## config.mk

```make
export PLATFORM = sky130hd
export DESIGN_NAME = ebc_core
export DESIGN_NICKNAME = d
export VERILOG_FILES = /design/src/ebc_pkg.sv /design/src/ebc_core.sv
export SDC_FILE = /design/constraint.sdc
export NUM_CORES = 1
export LEC_CHECK = 0
export ABC_AREA = 1
export BUFFER_PORTS_ARGS = -buffer_cell sky130_fd_sc_hd__buf_2
export CORE_UTILIZATION = 51
export CTS_BUF_LIST = sky130_fd_sc_hd__clkbuf_8
export DETAILED_ROUTE_END_ITERATION = 8
export GPL_ROUTABILITY_DRIVEN = 1
export PLACE_DENSITY = 0.78
export REMOVE_ABC_BUFFERS = 1
export SYNTH_ARGS = -nofsm -noshare
export SYNTH_HDL_FRONTEND = slang
export SYNTH_SLANG_ARGS = --single-unit
```

## constraint.sdc

```tcl
create_clock -name ref_clk -period 1.19 [get_ports ref_clk]
set_input_delay 0.119 -clock ref_clk [delete_from_list [all_inputs] [get_ports ref_clk]]
set_output_delay 0.119 -clock ref_clk [all_outputs]
set_load 0.02 [all_outputs]
```

## src/ebc_pkg.sv

```systemverilog
// Package of constants for the external bus cycle and arbitration block
package ebc_pkg;
  // =====================================
  // Register map
  localparam logic [3:0] BUS_CONTROL_REG_ADDR = 4'h0;
  localparam logic [3:0] OPERATING_MODE_REG_ADDR = 4'h1;
  localparam logic [3:0] STATUS_ADDR = 4'h2;
  // =====================================
  // Field positions
  localparam int WAIT_LSB = 0;
  localparam int WAIT_W = 4;
  localparam int REQUEST_HOLD_BIT = 4;
  localparam int DRAM_TYPE_BIT = 5;
  localparam int ACK_SYNC_SELECT_BIT = 0;
  // =====================================
  // Reset values
  localparam logic [7:0] BUS_CONTROL_RST = 8'h01;
  localparam logic [7:0] OPERATING_MODE_RST = 8'h00;
  localparam logic [7:0] UNMAPPED_DATA = 8'h00;
  // =====================================
  // Arbitration states
  typedef enum logic [1:0] {
    EBC_SLAVE = 2'b00,
    EBC_PENDING = 2'b01,
    EBC_MASTER = 2'b10,
    EBC_RELEASE = 2'b11
  } ebc_arb_e;
  // Bus cycle states
  typedef enum logic [1:0] {
    EBC_IDLE = 2'b00,
    EBC_WAIT = 2'b01,
    EBC_FINISH = 2'b10
  } ebc_cyc_e;
endpackage : ebc_pkg

```

## src/ebc_core.sv

```systemverilog
// External bus cycle control and bus arbitration logic
//
// Implementation choices: the strobed register port and the address map.
`timescale 1ns/1ps
module ebc_core (
  input wire logic ref_clk,
  input wire logic rst,
  input wire logic clk_en,
  input wire logic [3:0] reg_addr,
  input wire logic [7:0] reg_wdata,
  input wire logic reg_wr,
  input wire logic reg_rd,
  output logic [7:0] reg_rdata,
  input wire logic ext_access_req,
  input wire logic ext_access_write,
  output logic ext_access_done,
  input wire logic transfer_ack_n,
  input wire logic bus_grant_in_n,
  input wire logic bus_busy_line_in,
  output logic bus_busy_line_out,
  output logic bus_busy_line_oe,
  output logic bus_request_out_n,
  output logic read_strobe_n,
  output logic read_strobe_oe,
  output logic store_strobe_n,
  output logic store_strobe_oe,
  output logic is_master
);
  import ebc_pkg::*;

  logic [7:0] bus_control_reg_ff;
  logic [7:0] operating_mode_reg_ff;
  logic ack_meta_ff;
  logic ack_sync_ff;
  logic ack_seen;
  ebc_arb_e arb_ff;
  ebc_arb_e nxt_arb;
  ebc_cyc_e cyc_ff;
  ebc_cyc_e nxt_cyc;
  logic [3:0] wait_cnt_ff;
  logic cyc_write_ff;
  logic master_now;
  logic cyc_active;
  logic ack_enable;

  function automatic logic [3:0] ebc_min_waits(input logic [7:0] bus_control_reg);
    ebc_min_waits = bus_control_reg[WAIT_LSB +: WAIT_W];
  endfunction : ebc_min_waits

  // =====================================
  // Register port
  always_ff @(posedge ref_clk) begin
    if (rst) begin
      bus_control_reg_ff <= BUS_CONTROL_RST;
      operating_mode_reg_ff <= OPERATING_MODE_RST;
    end else if (clk_en && reg_wr) begin
      if (reg_addr == BUS_CONTROL_REG_ADDR) begin
        bus_control_reg_ff <= reg_wdata;
      end
      if (reg_addr == OPERATING_MODE_REG_ADDR) begin
        operating_mode_reg_ff <= reg_wdata;
      end
    end
  end

  always_ff @(posedge ref_clk) begin
    if (rst) begin
      reg_rdata <= UNMAPPED_DATA;
    end else if (clk_en) begin
      if (reg_rd) begin
        case (reg_addr)
          BUS_CONTROL_REG_ADDR: reg_rdata <= bus_control_reg_ff;
          OPERATING_MODE_REG_ADDR: reg_rdata <= operating_mode_reg_ff;
          STATUS_ADDR: reg_rdata <= {4'h0, cyc_active, bus_busy_line_in, arb_ff};
          default: reg_rdata <= UNMAPPED_DATA;
        endcase
      end else begin
        reg_rdata <= UNMAPPED_DATA;
      end
    end
  end

  // =====================================
  // Acknowledge input path
  always_ff @(posedge ref_clk) begin
    if (rst) begin
      ack_meta_ff <= 1'b0;
      ack_sync_ff <= 1'b0;
    end else if (clk_en) begin
      ack_meta_ff <= ~transfer_ack_n;
      ack_sync_ff <= ack_meta_ff;
    end
  end

  always_comb begin
    if (operating_mode_reg_ff[ACK_SYNC_SELECT_BIT]) begin
      ack_seen = ~transfer_ack_n;
    end else begin
      ack_seen = ack_sync_ff;
    end
  end

  // Extension only with nonzero minimum and not DRAM type
  assign ack_enable = (ebc_min_waits(bus_control_reg_ff) != 4'h0)
                      && !bus_control_reg_ff[DRAM_TYPE_BIT];

  assign master_now = (arb_ff == EBC_MASTER);
  assign cyc_active = (cyc_ff != EBC_IDLE);

  // =====================================
  // Arbitration
  always_comb begin
    nxt_arb = arb_ff;
    case (arb_ff)
      EBC_SLAVE: begin
        if (!bus_grant_in_n) begin
          nxt_arb = EBC_PENDING;
        end
      end
      EBC_PENDING: begin
        if (bus_grant_in_n) begin
          nxt_arb = EBC_SLAVE;
        end else if (bus_busy_line_in) begin
          nxt_arb = EBC_MASTER;
        end
      end
      EBC_MASTER: begin
        if (bus_grant_in_n && !cyc_active) begin
          nxt_arb = EBC_RELEASE;
        end
      end
      EBC_RELEASE: nxt_arb = EBC_SLAVE;
      default: nxt_arb = EBC_SLAVE;
    endcase
  end

  always_ff @(posedge ref_clk) begin
    if (rst) begin
      arb_ff <= EBC_SLAVE;
    end else if (clk_en) begin
      arb_ff <= nxt_arb;
    end
  end

  // Busy held while master even when idle, driven high then floated
  always_ff @(posedge ref_clk) begin
    if (rst) begin
      bus_busy_line_out <= 1'b1;
      bus_busy_line_oe <= 1'b0;
    end else if (clk_en) begin
      case (nxt_arb)
        EBC_MASTER: begin
          bus_busy_line_out <= 1'b0;
          bus_busy_line_oe <= 1'b1;
        end
        EBC_RELEASE: begin
          bus_busy_line_out <= 1'b1;
          bus_busy_line_oe <= 1'b1;
        end
        default: begin
          bus_busy_line_out <= 1'b1;
          bus_busy_line_oe <= 1'b0;
        end
      endcase
    end
  end

  always_ff @(posedge ref_clk) begin
    if (rst) begin
      is_master <= 1'b0;
    end else if (clk_en) begin
      is_master <= (nxt_arb == EBC_MASTER);
    end
  end

  // Request from external accesses or hold bit, independent of mastership
  always_ff @(posedge ref_clk) begin
    if (rst) begin
      bus_request_out_n <= 1'b1;
    end else if (clk_en) begin
      bus_request_out_n <= ~((ext_access_req && !ext_access_done)
                             || bus_control_reg_ff[REQUEST_HOLD_BIT]);
    end
  end

  // =====================================
  // Bus cycle
  always_comb begin
    nxt_cyc = cyc_ff;
    case (cyc_ff)
      EBC_IDLE: begin
        if (master_now && ext_access_req && !bus_grant_in_n && !ext_access_done) begin
          nxt_cyc = EBC_WAIT;
        end
      end
      EBC_WAIT: begin
        if (wait_cnt_ff == 4'h0) begin
          if (!ack_enable) begin
            nxt_cyc = EBC_FINISH;
          end else if (ack_seen) begin
            nxt_cyc = EBC_FINISH;
          end
        end
      end
      EBC_FINISH: nxt_cyc = EBC_IDLE;
      default: nxt_cyc = EBC_IDLE;
    endcase
  end

  always_ff @(posedge ref_clk) begin
    if (rst) begin
      cyc_ff <= EBC_IDLE;
      wait_cnt_ff <= 4'h0;
      cyc_write_ff <= 1'b0;
    end else if (clk_en) begin
      cyc_ff <= nxt_cyc;
      if (cyc_ff == EBC_IDLE && nxt_cyc == EBC_WAIT) begin
        wait_cnt_ff <= ebc_min_waits(bus_control_reg_ff);
        cyc_write_ff <= ext_access_write;
      end else if (cyc_ff == EBC_WAIT && wait_cnt_ff != 4'h0) begin
        wait_cnt_ff <= wait_cnt_ff - 4'h1;
      end
    end
  end

  always_ff @(posedge ref_clk) begin
    if (rst) begin
      ext_access_done <= 1'b0;
    end else if (clk_en) begin
      ext_access_done <= (cyc_ff == EBC_FINISH);
    end
  end

  // Strobes: both driven only while master, at most one of the two low at a time
  always_ff @(posedge ref_clk) begin
    if (rst) begin
      read_strobe_n <= 1'b1;
      store_strobe_n <= 1'b1;
      read_strobe_oe <= 1'b0;
      store_strobe_oe <= 1'b0;
    end else if (clk_en) begin
      read_strobe_oe <= (nxt_arb == EBC_MASTER);
      store_strobe_oe <= (nxt_arb == EBC_MASTER);
      if (nxt_cyc == EBC_WAIT) begin
        read_strobe_n <= (cyc_ff == EBC_IDLE) ? ext_access_write : cyc_write_ff;
        store_strobe_n <= (cyc_ff == EBC_IDLE) ? ~ext_access_write : ~cyc_write_ff;
      end else begin
        read_strobe_n <= 1'b1;
        store_strobe_n <= 1'b1;
      end
    end
  end

  // =====================================
  // Checks
  a_strobe_exclusive: assert property (@(posedge ref_clk) disable iff (rst)
    !(!read_strobe_n && !store_strobe_n)) else $error("both strobes low");
  a_read_float_slave: assert property (@(posedge ref_clk) disable iff (rst)
    (!is_master) |-> !read_strobe_oe) else $error("read strobe driven as slave");
  a_store_float_slave: assert property (@(posedge ref_clk) disable iff (rst)
    (!is_master) |-> !store_strobe_oe) else $error("store strobe driven as slave");
  a_hold_forces_req: assert property (@(posedge ref_clk) disable iff (rst)
    (clk_en && bus_control_reg_ff[REQUEST_HOLD_BIT]) |=> !bus_request_out_n)
    else $error("hold bit did not force request");
  a_ack_ends_cycle: assert property (@(posedge ref_clk) disable iff (rst)
    (clk_en && cyc_ff == EBC_WAIT && wait_cnt_ff == 4'h0 && ack_seen)
    |=> cyc_ff == EBC_FINISH) else $error("ack did not end cycle");
  a_wait_stretch: assert property (@(posedge ref_clk) disable iff (rst)
    (clk_en && cyc_ff == EBC_WAIT && wait_cnt_ff == 4'h0 && ack_enable && !ack_seen)
    |=> cyc_ff == EBC_WAIT) else $error("cycle not stretched");
  a_min_waits: assert property (@(posedge ref_clk) disable iff (rst)
    (clk_en && cyc_ff == EBC_WAIT && wait_cnt_ff != 4'h0) |=> cyc_ff == EBC_WAIT)
    else $error("cycle ended before minimum waits");
  a_busy_wait: assert property (@(posedge ref_clk) disable iff (rst)
    (arb_ff == EBC_PENDING && !bus_busy_line_in) |=> arb_ff != EBC_MASTER)
    else $error("took bus while busy");
  a_release_idle: assert property (@(posedge ref_clk) disable iff (rst)
    (arb_ff == EBC_MASTER && cyc_active) |=> arb_ff == EBC_MASTER)
    else $error("mastership dropped mid cycle");
  a_reset_slave: assert property (@(posedge ref_clk)
    rst |=> (arb_ff == EBC_SLAVE && bus_request_out_n))
    else $error("reset did not restore slave");
endmodule : ebc_core

```

==> impl_metrics.tcl, run 1 <==
set metrics [dict create \
    hold_violations 0 \
    clk_latency_ps 300 \
    final_cell_mix "53 x nand2_1, 38 x buf_2, 34 x dfxtp_1" \
    status "finished with violations" \
    ys.flop_type "dfxtp_1" \
    ant_nets 0 \
    vias_per_cell 5.26 \
    grt_pass1_vias 1798 \
    clk_pin_slew_ps 70 \
    die_y_um 64.4 \
    cp.depth 7 \
    gp_congestion 0.811 \
    maxSlewHeadroom_pct 78.9 \
    crit_required_ps 1370 \
    ir_drop_mv 1.01 \
    syn_area_per_cell_um2 7.33 \
    drt_iter0_drc 130 \
    cts_root_buffer "clkbuf_8" \
    synth-seq-cells 42 \
    crit_type "reg2reg" \
    final_common_cell "nand2_1" \
    violations "negative setup slack" \
    start_util_pct 53.8 \
    cts_tree "built" \
    slowest_delay_ps 330 \
    hold_path.class "in2reg" \
    drc 0 \
    critPathCaptureType "flop" \
    grt_use_total_pct 25.4 \
    pre_cts_ws_ps -90.1 \
    tns_ps -769 \
    vias 1995 \
    fin_nets 354 \
    critPathTopFamily "compound AO/OA/AOI/OAI gates" \
    place_inst 365 \
    port_buffers 38 \
    die-area_mm2 0.00415 \
    fin_crit_sh_pct 114 \
    diodes 0 \
    power_density_mw_per_mm2 1170 \
    grt-ovfl-total 0 \
    coreArea_mm2 0.00369 \
    critical_path_peak_fanout 5 \
    totalWireLength_mm 5.08 \
    crit_arrival_ps 1530 \
    final_cells 379 \
    drive_gt1_share_pct 35.6 \
    cts.path.max_buffers 2 \
    setup_viol 8 \
    grt_max_degree 23 \
    cpMaxStageDelayCell "dfxtp_2" \
    crit_path_start_kind "flop" \
    fmax_ghz 0.738 \
    synth_edf_count 0 \
    drv_cap 0 \
    worst_pin_slew_ps 316 \
    wl_per_cell_um 13.4 \
    die_w_um 64.4 \
    fin_skew_ps 10.9 \
    fin_ws_ps -165 \
    netlist_area_mm2 0.00199 \
    ys_warn_count 0 \
    antenna_found_initial 0 \
    num_io_pins 39 \
    dr.pass1.iters 4 \
    rr_worst_depth 7 \
    area_delta_synth_final_pct 29.5 \
    ctsHoldBuffers 0 \
    rows 22 \
    fin_crit_ps 1350 \
    holdPathStages 2 \
    grt_pass1_wl_mm 8.01 \
    cts_buffers 5 \
    slew_viol_final 0 \
    syn_inst 271 \
    total_leakage_power_nw 1.13 \
    async_reset_ff_share_pct 0 \
    crit_path_cell_trace "inv_2 > ha_4 > nand2_4 > o211ai_1 > nand2_4 > o21ai_0 > nor2_1" \
    ctsHtreeMaxLevel 2 \
    synth_cell_type_count 32 \
    rsz0062_at_grt "yes" \
    numClockSinks 42 \
    path_buf_inv 1 \
    hpwl_mm 3.38 \
    cpMostUsedCell "nand2_4" \
    synth-seq-area-share_pct 42.3 \
]
## per-stage QoR
step           total power [mW]  util (%)  instance area, um^2  hold WS (ps)
6_report                   3.02      69.7                 2570          26.5
5_1_grt                    3.15      69.7                 2570          27.9
4_1_cts                    2.99      67.0                 2470          16.8
3_5_place_dp               1.86      62.2                 2300           326
3_3_place_gp               1.85      62.2                 2300           326
2_1_floorplan              1.69         -                 1900           188
## Yosys cell counts (2+ instances only)
cell type / number / share of area, %
a21oi_1: 33 / 8.3
buf_2: 2 / 0.50
buf_4: 5 / 1.9
buf_6: 2 / 1.1
dfxtp_1: 42 / 42
ha_1: 2 / 1.3
inv_1: 30 / 5.7
inv_4: 2 / 0.63
nand2_1: 60 / 11
nand2_2: 4 / 1.3
nand2_4: 2 / 1.1
nand3_1: 17 / 4.3
nand3_4: 2 / 1.8
nand4_1: 2 / 0.63
nor2_1: 21 / 4.0
nor2_2: 2 / 0.63
nor2_4: 2 / 1.1
o211ai_1: 2 / 0.76
o21ai_0: 21 / 5.3
o21ai_1: 2 / 0.50
o21ai_2: 2 / 0.88
o22ai_1: 4 / 1.3
## cell families after synthesis
group | share of synthesized area [%]
buf+inv | 10.8
flops | 42.3
compound gates | 17.8
simple gates | 27.3
xor+xnor | 0.441
fa+ha+maj | 1.26
## metal layers
metal  GRT usage [%]  share of wire, %  up-vias
met5               0                 0        -
met4            10.6               1.8        0
met3            7.14               5.7        9
met2            41.7                51       64
met1            31.0                42      928
li1                -                 -      994
## power by group
part | leakage, nW | internal (mW) | switching [mW] | total, mW
combinational | 0.736 | 0.172 | 0.257 | 0.428
clock | 0.0504 | 0.624 | 0.506 | 1.13
sequential | 0.345 | 1.44 | 0.0223 | 1.46
## state kept, by name (all words and copies together) (netlist names)
register / cells
store_strobe_n: 1
store_strobe_oe: 1
cyc_ff: 2
ext_access_done: 1
bus_busy_line_oe: 1
arb_ff: 2
read_strobe_n: 1
cyc_write_ff: 1
ack_sync_ff: 1
reg_rdata: 8
bus_control_reg_ff: 8
wait_cnt_ff: 4
ack_meta_ff: 1
operating_mode_reg_ff: 8
bus_busy_line_out: 1
bus_request_out_n: 1
## final timing paths
path | from | endpoint | slack, ps
worst min-delay path | transfer_ack_n | ack_meta_ff$_SDFFE_PP0P_ | 30
worst min register to register | bus_control_reg_ff[7]$_SDFFE_PP0P_ | bus_control_reg_ff[7]$_SDFFE_PP0P_ | 460
worst max-delay path | wait_cnt_ff[1]$_SDFFE_PP0P_ | wait_cnt_ff[1]$_SDFFE_PP0P_ | -160
worst max register to register | wait_cnt_ff[1]$_SDFFE_PP0P_ | wait_cnt_ff[1]$_SDFFE_PP0P_ | -160
## what timing repair did
action,4_1_cts,5_1_grt
pin swaps,9,10
setup endpoints to repair,9,12
resized for setup,15,31
gates cloned,0,0
buffers inserted,4,2
## layout make-up
type | count | area, um^2
well taps | 48 | 60.1
clock buffers | 5 | 68.8
clock inverters | 3 | 45.0
fillers | 318 | 1120
inverters | 34 | 133
flip-flops and latches | 42 | 856
multi-input cells | 184 | 1030
repair buffers | 63 | 378
No activity file was read; power rests on OpenSTA's default activity.
==> inputs of run 2 (changes only) <==
--- a/config.mk
+++ b/config.mk
@@ -7,11 +7,11 @@
 export LEC_CHECK = 0
 export ABC_AREA = 1
 export BUFFER_PORTS_ARGS = -buffer_cell sky130_fd_sc_hd__buf_2
-export CORE_UTILIZATION = 51
+export CORE_UTILIZATION = 55
 export CTS_BUF_LIST = sky130_fd_sc_hd__clkbuf_8
 export DETAILED_ROUTE_END_ITERATION = 8
 export GPL_ROUTABILITY_DRIVEN = 1
-export PLACE_DENSITY = 0.78
+export PLACE_DENSITY = 0.8
 export REMOVE_ABC_BUFFERS = 1
 export SYNTH_ARGS = -nofsm -noshare
 export SYNTH_HDL_FRONTEND = slang
==> constraint.sdc (replaced) <==
create_clock -name ref_clk -period 1.25 [get_ports ref_clk]
set_input_delay 0.125 -clock ref_clk [delete_from_list [all_inputs] [get_ports ref_clk]]
set_output_delay 0.125 -clock ref_clk [all_outputs]
set_load 0.02 [all_outputs]
==> run 2 against run 1 <==
  * The run still ends with negative setup slack left
  * Sequential share of layout area is 1.7 points higher
  * Clock skew decreased by 7.6 ps
  * Flip-flop and latch count unchanged
  * Count of clock-buffer cells in the layout grew 1
  * Via count decreased by 6.7%
  * Worst hold slack improved by 3.7 ps
  * Cell count is 3.7% lower
  * Clock power decreased by 23%
  * Worst setup slack improved by 140 ps
  * Die area is 7.0% lower
  * Power shrank 14%
  * Largest cell class unchanged
  * Largest power group unchanged
==> impl_metrics.tcl, run 2 (same netlist as run 1, synthesis figures left out) <==
set metrics [dict create \
    power_switching_mw 0.673 \
    tns_ps -38.7 \
    slowest_delay_ps 330 \
    setup_viol 4 \
    crit_arrival_ps 1460 \
    critical_path_peak_fanout 5 \
    cts_tree "built" \
    vias_per_cell 5.10 \
    worst_pin_slew_ps 295 \
    vias 1862 \
    swShare_pct 25.7 \
    drive_gt1_share_pct 28.8 \
    die_w_um 62.1 \
    hold_path.class "in2reg" \
    cpMaxStageDelayCell "dfxtp_2" \
    hold_violations 0 \
    ctsHtreeMaxLevel 2 \
    drv_cap 0 \
    crit_type "reg2reg" \
    fin_crit_sh_pct 102 \
    pwr-share-seq_pct 53.4 \
    violations "negative setup slack" \
    antenna_found_initial 0 \
    total_leakage_power_nw 1.05 \
    crit_path_cell_trace "inv_2 > ha_4 > nand2_2 > o211ai_1 > nand2_4 > o21ai_2 > nor2_1" \
    drc 0 \
    cts.path.max_buffers 2 \
    clkPwrFrac_pct 33.4 \
    fin_nets 342 \
    final_cell_mix "58 x nand2_1, 39 x dfxtp_1, 38 x buf_2" \
    slew_viol_final 0 \
    critPathCaptureType "flop" \
    grt_use_total_pct 23.0 \
    crit_path_start_kind "flop" \
    utilization_pct 71.1 \
    grt_pass1_wl_mm 6.31 \
    start_util_pct 58.6 \
    area_delta_synth_final_pct 21.4 \
    nFillCells 269 \
    hpwl_mm 3.04 \
    die-area_mm2 0.00385 \
    crit_required_ps 1440 \
    status "finished with violations" \
    rsz0062_at_grt "yes" \
    cts_buffers 5 \
    grt_max_degree 20 \
    whs_ps 30.1 \
    comb_power_share_pct 13.2 \
    maxSlewHeadroom_pct 80.3 \
    coreArea_mm2 0.00339 \
    largestRegisters "bus_control_reg_ff (8), operating_mode_reg_ff (8), reg_rdata (8)" \
    intPower_mw 1.94 \
    fin_ws_ps -21.1 \
    ant_nets 0 \
    numClockSinks 42 \
    fin_crit_ps 1270 \
    die_y_um 62.1 \
    num_io_pins 39 \
    fin_skew_ps 3.28 \
    cts_root_buffer "clkbuf_8" \
    totalWireLength_mm 4.26 \
    dr.pass1.iters 4 \
    fmax_ghz 0.787 \
    grt_pass1_vias 1444 \
    ir_drop_mv 0.702 \
    power_density_mw_per_mm2 1080 \
    rows 21 \
    gp_congestion 0.810 \
    wl_per_cell_um 11.7 \
    final_common_cell "nand2_1" \
    grt-ovfl-total 0 \
    clk_pin_slew_ps 70 \
    diodes 0 \
    drt_iter0_drc 77 \
    port_buffers 38 \
    clk_latency_ps 290 \
    finalPower_mw 2.61 \
]
==> run 2: layout make-up <==
class	count	area [um^2]	share of cell area [%]
clock inverter	2	8.76	0.363
timing repair buffer	51	288	11.9
sequential	42	845	35.0
multi-input combinational	184	992	41.2
tap	46	57.6	2.39
clock buffer	6	82.6	3.43
inverter	34	138	5.71
==> run 2: worst paths after layout <==
kind                                    startpoint                               endpoint  slack, ps  cells after the start
max reg2reg            wait_cnt_ff[1]$_SDFFE_PP0P_            wait_cnt_ff[0]$_SDFFE_PP0P_        -20                      7
min reg2reg  operating_mode_reg_ff[7]$_SDFFE_PP0P_  operating_mode_reg_ff[7]$_SDFFE_PP0P_        450                      2
max                    wait_cnt_ff[1]$_SDFFE_PP0P_            wait_cnt_ff[0]$_SDFFE_PP0P_        -20                      7
min                                 transfer_ack_n               ack_meta_ff$_SDFFE_PP0P_         30                      2
==> run 2: timing repair <==
action | CTS | global route
hold buffers | 0 | 0
buffers inserted | 0 | 3
setup endpoints to repair | 4 | 9
pin swaps | 0 | 10
gates resized for setup | 1 | 30
==> run 2: layer usage <==
| metal | vias to the layer above | global-route usage (%) | routed length (um) |
|---|---|---|---|
| met2 | 51 | 35.3 | 1940 |
| met5 | - | 0 | 0 |
| met4 | 0 | 6.67 | 73 |
| met1 | 832 | 30.7 | 1970 |
| li1 | 972 | - | - |
| met3 | 7 | 7.66 | 279 |
==> run 2: power groups by stage <==
stage | Combinational (mW) | Clock (mW) | Sequential, mW
2_1_floorplan | 0.159 | 0 | 1.45
3_3_place_gp | 0.310 | 0 | 1.42
3_5_place_dp | 0.314 | 0 | 1.42
4_1_cts | 0.317 | 0.889 | 1.39
5_1_grt | 0.382 | 0.956 | 1.40
6_report | 0.345 | 0.873 | 1.39
==> run 2: critical path: cells and delay by family (launching register included) <==
family / cells / cell delay, ps
buffers and inverters: 1 / 80
adders and majority gates: 1 / 130
and+or+nand+nor: 3 / 220
DFF: 1 / 330
AOI/OAI and AO/OA: 2 / 410
==> run 2: stage by stage <==
stage	instances	area (um^2)	setup WS [ps]
3_5_place_dp	354	2230	-45.8
6_report	365	2410	-21.1
4_1_cts	362	2320	-14.0
5_1_grt	365	2410	-83.3
2_1_floorplan	260	1900	22.5
3_3_place_gp	354	2230	-21.7
